### config.mk
export PLATFORM = sky130hd
export DESIGN_NAME = lca_l2_config_access
export DESIGN_NICKNAME = d
export VERILOG_FILES = /design/src/verilog/lca_pkg.sv /design/src/verilog/lca_l2_config_access.sv
export SDC_FILE = /design/constraint.sdc
export NUM_CORES = 1
export LEC_CHECK = 0
export ABC_AREA = 1
export BUFFER_PORTS_ARGS = -buffer_cell sky130_fd_sc_hd__buf_4
export CAP_MARGIN = 20
export CORE_AREA = 2 2 259 261
export DETAILED_ROUTE_END_ITERATION = 8
export DIE_AREA = 0 0 261 263
export PLACE_DENSITY = 0.52
export SETUP_SLACK_MARGIN = 0.4
export SKIP_CTS_REPAIR_TIMING = 1
export SYNTH_ARGS = -nofsm -noshare
export SYNTH_HDL_FRONTEND = slang
export SYNTH_SLANG_ARGS = --single-unit
### constraint.sdc
create_clock -name clk_i -period 6.13 [get_ports clk_i]
set_input_delay 1.839 -clock clk_i [delete_from_list [all_inputs] [get_ports clk_i]]
set_output_delay 1.839 -clock clk_i [all_outputs]
set_load 0.02 [all_outputs]
### src/verilog/lca_pkg.sv
/*
  Constants, command codes and decode helper for the L2 configuration access
  command block. Assumes a 32-bit classic Wishbone register bus with byte
  addresses; a register index is the byte address divided by four.
*/
package lca_pkg;

  // Register indices (byte address = 4 * index)
  localparam logic [13:0] IDX_CHUNK0   = 14'h0088;
  localparam logic [13:0] IDX_ADDR     = 14'h0116;
  localparam logic [13:0] IDX_ECC      = 14'h0118;
  localparam logic [13:0] IDX_CTL      = 14'h0119;
  localparam logic [13:0] IDX_LAUNCH   = 14'h011a;
  localparam logic [13:0] IDX_PROGRESS = 14'h011b;
  // Index bit that selects the upper word of a 64-bit register
  localparam int          IDX_HI_BIT   = 13;
  localparam int          NUM_CHUNKS   = 4;

  // Control register field positions
  localparam int CTL_STATE_TO_LSB   = 5;
  localparam int CTL_WAY_TO_LSB     = 8;
  localparam int CTL_WAY_FROM_LSB   = 10;
  localparam int CTL_STATE_FROM_LSB = 12;
  localparam int CTL_HIT_BIT        = 16;
  localparam int CTL_USER_ECC_BIT   = 18;
  localparam int CTL_PROC_DIS_BIT   = 21;
  localparam logic [63:0] CTL_WR_MASK = 64'h0000_0000_0024_037f;

  // Reset values
  localparam logic [63:0] CTL_RST   = 64'h0;
  localparam logic [63:0] CHUNK_RST = 64'h0;
  localparam logic [32:0] ADDR_RST  = 33'h0;
  localparam logic [7:0]  ECC_RST   = 8'h0;

  // Command codes
  localparam logic [4:0] CMD_DATA_READ_LRU_UPDATE = 5'h0c;
  localparam logic [4:0] CMD_TAG_READ_DATA_READ   = 5'h0e;
  localparam logic [4:0] CMD_TAG_INQUIRE          = 5'h0f;
  localparam logic [4:0] CMD_L2_CONFIG_READ       = 5'h02;
  localparam logic [4:0] CMD_L2_CONFIG_WRITE      = 5'h03;
  localparam logic [2:0] PFX_TAG_WRITE_DATA_READ  = 3'h2;
  localparam logic [2:0] PFX_TAG_WRITE_DATA_WRITE = 3'h7;
  localparam logic [2:0] PFX_TAG_ONLY_WRITE       = 3'h4;

  // Coherence state codes
  localparam logic [1:0] MESI_MODIFIED  = 2'h3;
  localparam logic [1:0] MESI_EXCLUSIVE = 2'h2;
  localparam logic [1:0] MESI_SHARED    = 2'h1;
  localparam logic [1:0] MESI_INVALID   = 2'h0;

  // Decode flag positions
  localparam int DEC_TAG_WR  = 0;
  localparam int DEC_DATA_WR = 1;
  localparam int DEC_DATA_RD = 2;
  localparam int DEC_LOOKUP  = 3;
  localparam int DEC_KNOWN   = 4;

  typedef enum logic [1:0] {ST_IDLE, ST_ISSUE, ST_LATCH} lca_fsm_t;

  function automatic logic [4:0] lca_decode(input logic [4:0] cmd);
    logic [4:0] f;
    logic       is_rd_lru, is_tag_rd, is_inq, is_cfg_rd, is_cfg_wr;
    logic       is_tagw_rd, is_tagw_wr, is_tagw_only;
    f            = 5'h0;
    is_rd_lru    = (cmd == CMD_DATA_READ_LRU_UPDATE);
    is_tag_rd    = (cmd == CMD_TAG_READ_DATA_READ);
    is_inq       = (cmd == CMD_TAG_INQUIRE);
    is_cfg_rd    = (cmd == CMD_L2_CONFIG_READ);
    is_cfg_wr    = (cmd == CMD_L2_CONFIG_WRITE);
    is_tagw_rd   = (cmd[4:2] == PFX_TAG_WRITE_DATA_READ);
    is_tagw_wr   = (cmd[4:2] == PFX_TAG_WRITE_DATA_WRITE);
    is_tagw_only = (cmd[4:2] == PFX_TAG_ONLY_WRITE);
    f[DEC_TAG_WR]  = is_tagw_rd | is_tagw_wr | is_tagw_only;
    f[DEC_DATA_WR] = is_tagw_wr | is_cfg_wr;
    f[DEC_DATA_RD] = is_rd_lru | is_tag_rd | is_tagw_rd | is_cfg_rd;
    f[DEC_LOOKUP]  = is_rd_lru | is_tag_rd | is_inq;
    f[DEC_KNOWN]   = is_rd_lru | is_tag_rd | is_inq | is_cfg_rd | is_cfg_wr
                     | is_tagw_rd | is_tagw_wr | is_tagw_only;
    return f;
  endfunction : lca_decode

endpackage : lca_pkg

### src/verilog/lca_l2_config_access.sv
/*
  L2 configuration access command block: Wishbone register slave holding the
  command control, launch, progress, address, ECC and chunk data registers,
  and a sequencer that issues one command to the L2 array per launch of a known code.
  Assumes one 200 MHz clock, synchronous active-high reset, and an L2 array
  that answers a held request with a one-cycle acknowledge.
*/
// Design decision made here: register access over Wishbone.
// What this block and its software do
// Control register bits 4:0 hold the L2 command issued on launch.
// Lookup completion loads hit bit 16, state 13:12, way 11:10.
// Coherence states coded Modified 11, Exclusive 10, Shared 01, Invalid 00.
// Way fields binary, way 0 is 00 through way 3 is 11.
// 01100 data read with LRU, 01110 tag and data read, 01111 inquire.
// 00010 reads the L2 control register, 00011 writes it.
// Prefix 010, 111, 100 plus state are tag writes with read, write, none.
// Writing the launch register starts the access; software writes zero.
// Progress bit 0 stays one while a launched command is in flight.
// Software loads the line address first; its low three bits are zero.
// Four 64-bit chunk registers supply write data and capture read data.
// Software waits for progress zero before reading results or relaunching.
// Progress clears only after response fields and read data are stored.
module lca_l2_config_access (
  input  wire logic         clk_i,
  input  wire logic         rst_i,
  input  wire logic         wb_cyc_i,
  input  wire logic         wb_stb_i,
  input  wire logic         wb_we_i,
  input  wire logic [15:0]  wb_adr_i,
  input  wire logic [3:0]   wb_sel_i,
  input  wire logic [31:0]  wb_dat_i,
  output logic      [31:0]  wb_dat_o,
  output logic              wb_ack_o,
  output logic              l2_req_o,
  output logic      [4:0]   l2_cmd_o,
  output logic      [1:0]   l2_way_o,
  output logic      [1:0]   l2_state_o,
  output logic      [35:3]  l2_addr_o,
  output logic              l2_tag_wr_o,
  output logic              l2_data_wr_o,
  output logic              l2_data_rd_o,
  output logic              l2_user_ecc_o,
  output logic      [255:0] l2_wdata_o,
  output logic      [7:0]   l2_wecc_o,
  input  wire logic         l2_ack_i,
  input  wire logic         l2_hit_i,
  input  wire logic [1:0]   l2_state_i,
  input  wire logic [1:0]   l2_way_i,
  input  wire logic [255:0] l2_rdata_i,
  input  wire logic [7:0]   l2_recc_i
);
  import lca_pkg::*;

  logic [63:0] ctl_q;
  logic [63:0] chunk_q [NUM_CHUNKS];
  logic [32:0] addr_q;
  logic [7:0]  ecc_q;
  logic [4:0]  cmd_q;
  lca_fsm_t    fsm_q;
  logic        ack_q;
  logic [31:0] rdat_q;
  logic [31:0] rdat_d;
  logic [13:0] idx;
  logic [13:0] base;
  logic        hi;
  logic        acc;
  logic        wr_en;
  logic        launch_we;
  logic        busy;
  logic        done;
  logic [4:0]  dec;
  logic [4:0]  dec_ctl;
  logic [31:0] addr_lo;

  function automatic logic [31:0] wr32(input logic [31:0] old, input logic [31:0] dat,
                                      input logic [3:0] sel);
    logic [31:0] m;
    m = {{8{sel[3]}}, {8{sel[2]}}, {8{sel[1]}}, {8{sel[0]}}};
    return (old & ~m) | (dat & m);
  endfunction : wr32

  assign idx       = wb_adr_i[15:2];
  assign hi        = idx[IDX_HI_BIT];
  assign base      = {1'b0, idx[12:0]};
  assign acc       = wb_cyc_i & wb_stb_i;
  // Writes land on the edge at which the master sees ack
  assign wr_en     = acc & wb_we_i & ack_q;
  assign launch_we = wr_en & !hi & (base == IDX_LAUNCH);
  assign busy      = (fsm_q != ST_IDLE);
  assign done      = (fsm_q == ST_ISSUE) & l2_ack_i;
  assign dec       = lca_decode(cmd_q);
  // Decode of the programmed command, looked at when a launch is accepted
  assign dec_ctl   = lca_decode(ctl_q[4:0]);
  // Low address word as it would read after this write, before dropping bits 2:0
  assign addr_lo   = wr32({addr_q[28:0], 3'b000}, wb_dat_i, wb_sel_i);

  // Bus answer: one wait state, then ack for exactly one cycle
  always_ff @(posedge clk_i) begin
    if (rst_i) begin
      ack_q  <= 1'b0;
      rdat_q <= 32'h0;
    end else begin
      ack_q  <= acc & !ack_q;
      rdat_q <= rdat_d;
    end
  end

  always_comb begin
    rdat_d = 32'h0;
    for (int i = 0; i < NUM_CHUNKS; i++) begin
      if (base == IDX_CHUNK0 + 14'(i)) begin
        rdat_d = hi ? chunk_q[i][63:32] : chunk_q[i][31:0];
      end
    end
    if (base == IDX_ADDR) begin
      rdat_d = hi ? {28'h0, addr_q[32:29]} : {addr_q[28:0], 3'b000};
    end else if (!hi && base == IDX_ECC) begin
      rdat_d = {24'h0, ecc_q};
    end else if (!hi && base == IDX_CTL) begin
      rdat_d = ctl_q[31:0];
    end else if (!hi && base == IDX_PROGRESS) begin
      rdat_d = {31'h0, busy};
    end
  end

  assign wb_ack_o = ack_q;
  assign wb_dat_o = rdat_q;

  // Control register: software fields by mask, response fields by hardware
  always_ff @(posedge clk_i) begin
    if (rst_i) begin
      ctl_q <= CTL_RST;
    end else begin
      if (wr_en && !hi && base == IDX_CTL) begin
        ctl_q[31:0] <= (ctl_q[31:0] & ~CTL_WR_MASK[31:0])
                       | (wr32(ctl_q[31:0], wb_dat_i, wb_sel_i) & CTL_WR_MASK[31:0]);
      end
      if (done && dec[DEC_LOOKUP]) begin
        ctl_q[CTL_HIT_BIT]                             <= l2_hit_i;
        ctl_q[CTL_STATE_FROM_LSB+1:CTL_STATE_FROM_LSB] <= l2_state_i;
        ctl_q[CTL_WAY_FROM_LSB+1:CTL_WAY_FROM_LSB]     <= l2_way_i;
      end
    end
  end

  // Chunk data and ECC staging; read data captured on completion
  always_ff @(posedge clk_i) begin
    if (rst_i) begin
      for (int i = 0; i < NUM_CHUNKS; i++) begin
        chunk_q[i] <= CHUNK_RST;
      end
      ecc_q <= ECC_RST;
    end else if (done && dec[DEC_DATA_RD]) begin
      for (int i = 0; i < NUM_CHUNKS; i++) begin
        chunk_q[i] <= l2_rdata_i[64*i +: 64];
      end
      ecc_q <= l2_recc_i;
    end else if (wr_en) begin
      for (int i = 0; i < NUM_CHUNKS; i++) begin
        if (base == IDX_CHUNK0 + 14'(i)) begin
          if (hi) begin
            chunk_q[i][63:32] <= wr32(chunk_q[i][63:32], wb_dat_i, wb_sel_i);
          end else begin
            chunk_q[i][31:0] <= wr32(chunk_q[i][31:0], wb_dat_i, wb_sel_i);
          end
        end
      end
      if (!hi && base == IDX_ECC && wb_sel_i[0]) begin
        ecc_q <= wb_dat_i[7:0];
      end
    end
  end

  // Line address staging; low three bits are not stored
  always_ff @(posedge clk_i) begin
    if (rst_i) begin
      addr_q <= ADDR_RST;
    end else if (wr_en && base == IDX_ADDR) begin
      if (hi) begin
        if (wb_sel_i[0]) begin
          addr_q[32:29] <= wb_dat_i[3:0];
        end
      end else begin
        addr_q[28:0] <= addr_lo[31:3];
      end
    end
  end

  // Sequencer: launch latches the command, busy covers issue and write-back
  always_ff @(posedge clk_i) begin
    if (rst_i) begin
      fsm_q <= ST_IDLE;
      cmd_q <= 5'h0;
    end else begin
      case (fsm_q)
        ST_IDLE: begin
          if (launch_we) begin
            cmd_q <= ctl_q[4:0];
            // Unknown codes skip the array but still pulse busy
            fsm_q <= dec_ctl[DEC_KNOWN] ? ST_ISSUE : ST_LATCH;
          end
        end
        ST_ISSUE: begin
          if (l2_ack_i) begin
            fsm_q <= ST_LATCH;
          end
        end
        ST_LATCH: begin
          fsm_q <= ST_IDLE;
        end
        default: begin
          fsm_q <= ST_IDLE;
        end
      endcase
    end
  end

  // Request to the array, held until acknowledged
  assign l2_req_o      = (fsm_q == ST_ISSUE);
  assign l2_cmd_o      = cmd_q;
  assign l2_tag_wr_o   = l2_req_o & dec[DEC_TAG_WR];
  assign l2_data_wr_o  = l2_req_o & dec[DEC_DATA_WR];
  assign l2_data_rd_o  = l2_req_o & dec[DEC_DATA_RD];
  assign l2_way_o      = ctl_q[CTL_WAY_TO_LSB+1:CTL_WAY_TO_LSB];
  assign l2_state_o    = ctl_q[CTL_STATE_TO_LSB+1:CTL_STATE_TO_LSB];
  assign l2_user_ecc_o = ctl_q[CTL_USER_ECC_BIT];
  assign l2_addr_o     = addr_q;
  assign l2_wecc_o     = ecc_q;
  always_comb begin
    for (int i = 0; i < NUM_CHUNKS; i++) begin
      l2_wdata_o[64*i +: 64] = chunk_q[i];
    end
  end
endmodule : lca_l2_config_access

==> results.cfg <==
[status]
run_status = completed

[critical_path]
crit_path_cell_trace = buf_4 > inv_1 > nand2_1 > nor2_2 > nand3_4 > inv_2 > nand3_2 > nand2_2
cp_num_buf_inv = 3
critical_path.top_delay_family = simple AND/OR/NAND/NOR gates
startpoint_type = input pin
worst_path_largest_cell_delay_ns = 0.93
worstPathMaxFanout = 32
r2r.worst_path.cells = 11
crit_slowest_cell = sky130_fd_sc_hd__nand2_2
r2r-start = l2_cmd_o[3]
timing.critical_path.required_ns = 6.31
criticalPathCategory = input pin to register
end_kind = register
timing.reg2reg.setup_slack_ns = 2.57
timing.critical_path.arrival_ns = 4.88

[yosys]
dominantRegCellSynth = sky130_fd_sc_hd__edfxtp_1
ys_seq_area_share_pct = 49.6
post_synth_main_area_contributors = sky130_fd_sc_hd__edfxtp_1 40%, sky130_fd_sc_hd__nand2_1 14%, sky130_fd_sc_hd__dfxtp_1 10%, sky130_fd_sc_hd__a21oi_1 8.1%, sky130_fd_sc_hd__o21ai_0 5.0%
synth-edff-count = 256
synthMostInstantiatedCell = sky130_fd_sc_hd__nand2_1
yosysWarnings = 0
post_synth_most_frequent_cells = 706 x sky130_fd_sc_hd__nand2_1, 316 x sky130_fd_sc_hd__a21oi_1, 256 x sky130_fd_sc_hd__edfxtp_1
synth_top_area_share_pct = 39.6
postSynthNetCount = 2795
syn_avg_cell_area_um2 = 7.87
netlist_area_um2 = 19400
synthDistinctLibCells = 40
number_of_instances_in_the_synthesized_netlist = 2468
synth-seq-cells = 353
post-synth-top-area-cell = sky130_fd_sc_hd__edfxtp_1
proportion_of_synthesized_flip_flops_having_asynchronous_set_or_reset_pct = 0

[floorplanning]
floorplan.core_area_um2 = 65600
num_rows = 94
dieHeight_um = 263
num_io_pins = 671
die_width_um = 261
die_area_um2 = 68600
floorplan.initialDensity_pct = 29.6

[timing]
finalWorstPathRequiredPeriod_ns = 4.69
fmaxAchievable_mhz = 213
tightestPinTransition_ns = 1.11
setup_repair_after_global_routing_missed_its_margin = no
slew_headroom_pct = 25.5
finalCritPeriodShare_pct = 76.5
finalSetupViolCount = 0
fin_worst_hold_slack_ns = 0.446
maxSlewViolCount = 0
hold_violations = 0
finClkSkew_ns = 0.0187
setup_total_negative_slack_ns = 0

[clock_network]
cts_buffers = 44
cts_htree_levels = 2
clk_pin_slew_ns = 0.06
tritoncts_num_sinks = 353
cts_root_buf = sky130_fd_sc_hd__clkbuf_16
clkLatencyLatePin_ns = 0.58
clk_path_buf_depth = 3
cts_tree = yes

[pwr]
p_per_area_nw_per_um2 = 225
max-vdd-ir-drop_mv = 0.168
p_leak_nw = 12.0

[route]
wire_per_inst_um = 25.4
route.detailed.vias_per_inst = 5.27
drt_pass1_iterations = 6
wl_mm = 100
ant_nets = 0
drc = 0
via_count = 20900
iteration_0_drc_count_of_the_detailed_router = 2013

[grt]
first_global_vias = 19900
grt_first_pass_wirelength_mm = 142
grt_overflow_total = 0
grt.total_usage_pct = 28.0
grt_antenna_before_repair = 12
grt_start_max_net_pins = 79

[place]
buffer_ports.inserted = 668
dp.final_hpwl_mm = 76.3
finalWeightedCongestion = 0.920

[finish]
filler_cell_count = 6930
area_growth_syn_to_layout_pct = 36.5
final_net_count = 3377
drive_above_1_share_pct = 27.6

[run]
timing.max_cap.violations = 0

[hold_path]
hold_class = register to register
holdPathStages = 2
final cells by class:
| class | count | area (µm²) | area share, % |
|---|---|---|---|
| Sequential cell | 353 | 9630 | 36.3 |
| Multi-Input combinational cell | 1771 | 8360 | 31.5 |
| Timing Repair Buffer | 710 | 5370 | 20.2 |
| Clock buffer | 65 | 1260 | 4.76 |
| Tap cell | 864 | 1080 | 4.08 |
| Inverter | 170 | 646 | 2.43 |
| Clock inverter | 16 | 143 | 0.538 |
| Antenna cell | 11 | 27.5 | 0.104 |
through the flow:
| stage | instances | util, % | instance area, µm² | total power, W | worst slack [ns] |
|---|---|---|---|---|---|
| floorplan | 2468 | - | 19400 | 0.00297 | 0.640 |
| global placement | 3868 | 38.2 | 25100 | 0.00339 | 0.909 |
| detailed placement | 3868 | 38.2 | 25100 | 0.00339 | 0.829 |
| CTS | 3949 | 40.4 | 26500 | 0.00600 | 1.45 |
| global route | 3958 | 40.4 | 26500 | 0.00614 | 1.29 |
| finish | 3960 | 40.4 | 26500 | 0.00596 | 1.44 |
power by group:
part           switching [W]  internal (W)  leakage, nW
Clock                0.00110       0.00151        0.689
Combinational       0.000422      0.000267         7.84
Sequential         0.0000513       0.00261         3.45
worst max path at each step:
stage,cells past startpoint,endpoint,slack (ns),from
floorplan,7,chunk_q[2][32],0.64,wb_adr_i[4]
global placement,8,chunk_q[1][57],0.91,wb_adr_i[8]
detailed placement,8,chunk_q[1][57],0.83,wb_adr_i[8]
CTS,8,chunk_q[1][55],1.45,wb_adr_i[8]
global route,8,chunk_q[1][55],1.29,wb_adr_i[8]
finish,8,chunk_q[1][55],1.44,wb_adr_i[8]
metal layers:
metal	vias to the layer above	track usage, %	wire length [µm]
li1	9490	-	-
met1	10100	39.8	43400
met2	1134	43.5	45500
met3	131	4.38	8620
met4	4	8.72	2920
met5	-	0	30
cell families after synthesis:
family,share of synthesized area [%]
compound gates,15.6
buf+inv,7.55
flops,49.6
mux,0.825
simple gates,26.4
tightest hold or removal path: stages (launching register included):
cell and delay (ns):
sky130_fd_sc_hd__dfxtp_1 0.31, sky130_fd_sc_hd__inv_1 0.05, sky130_fd_sc_hd__a21oi_1 0.05
layout by cell type, fill, tap and decap left out, drive strengths merged:
master and instances:
inv 170, nand3b 1, nand3 170, nor4 4
diode 11, nand2 710, nor3 32, o2111ai 3
o31ai 2, edfxtp 256, nand4 24, o21ai 199
a211oi 2, a21oi 316, o211ai 41, o22ai 14
buf 710, clkbuf 65, mux2i 16, o221ai 1
bufinv 2, nor2 140, clkinv 14, or2 96
dfxtp 97
Note: power is estimated with default switching activity, not from simulation.
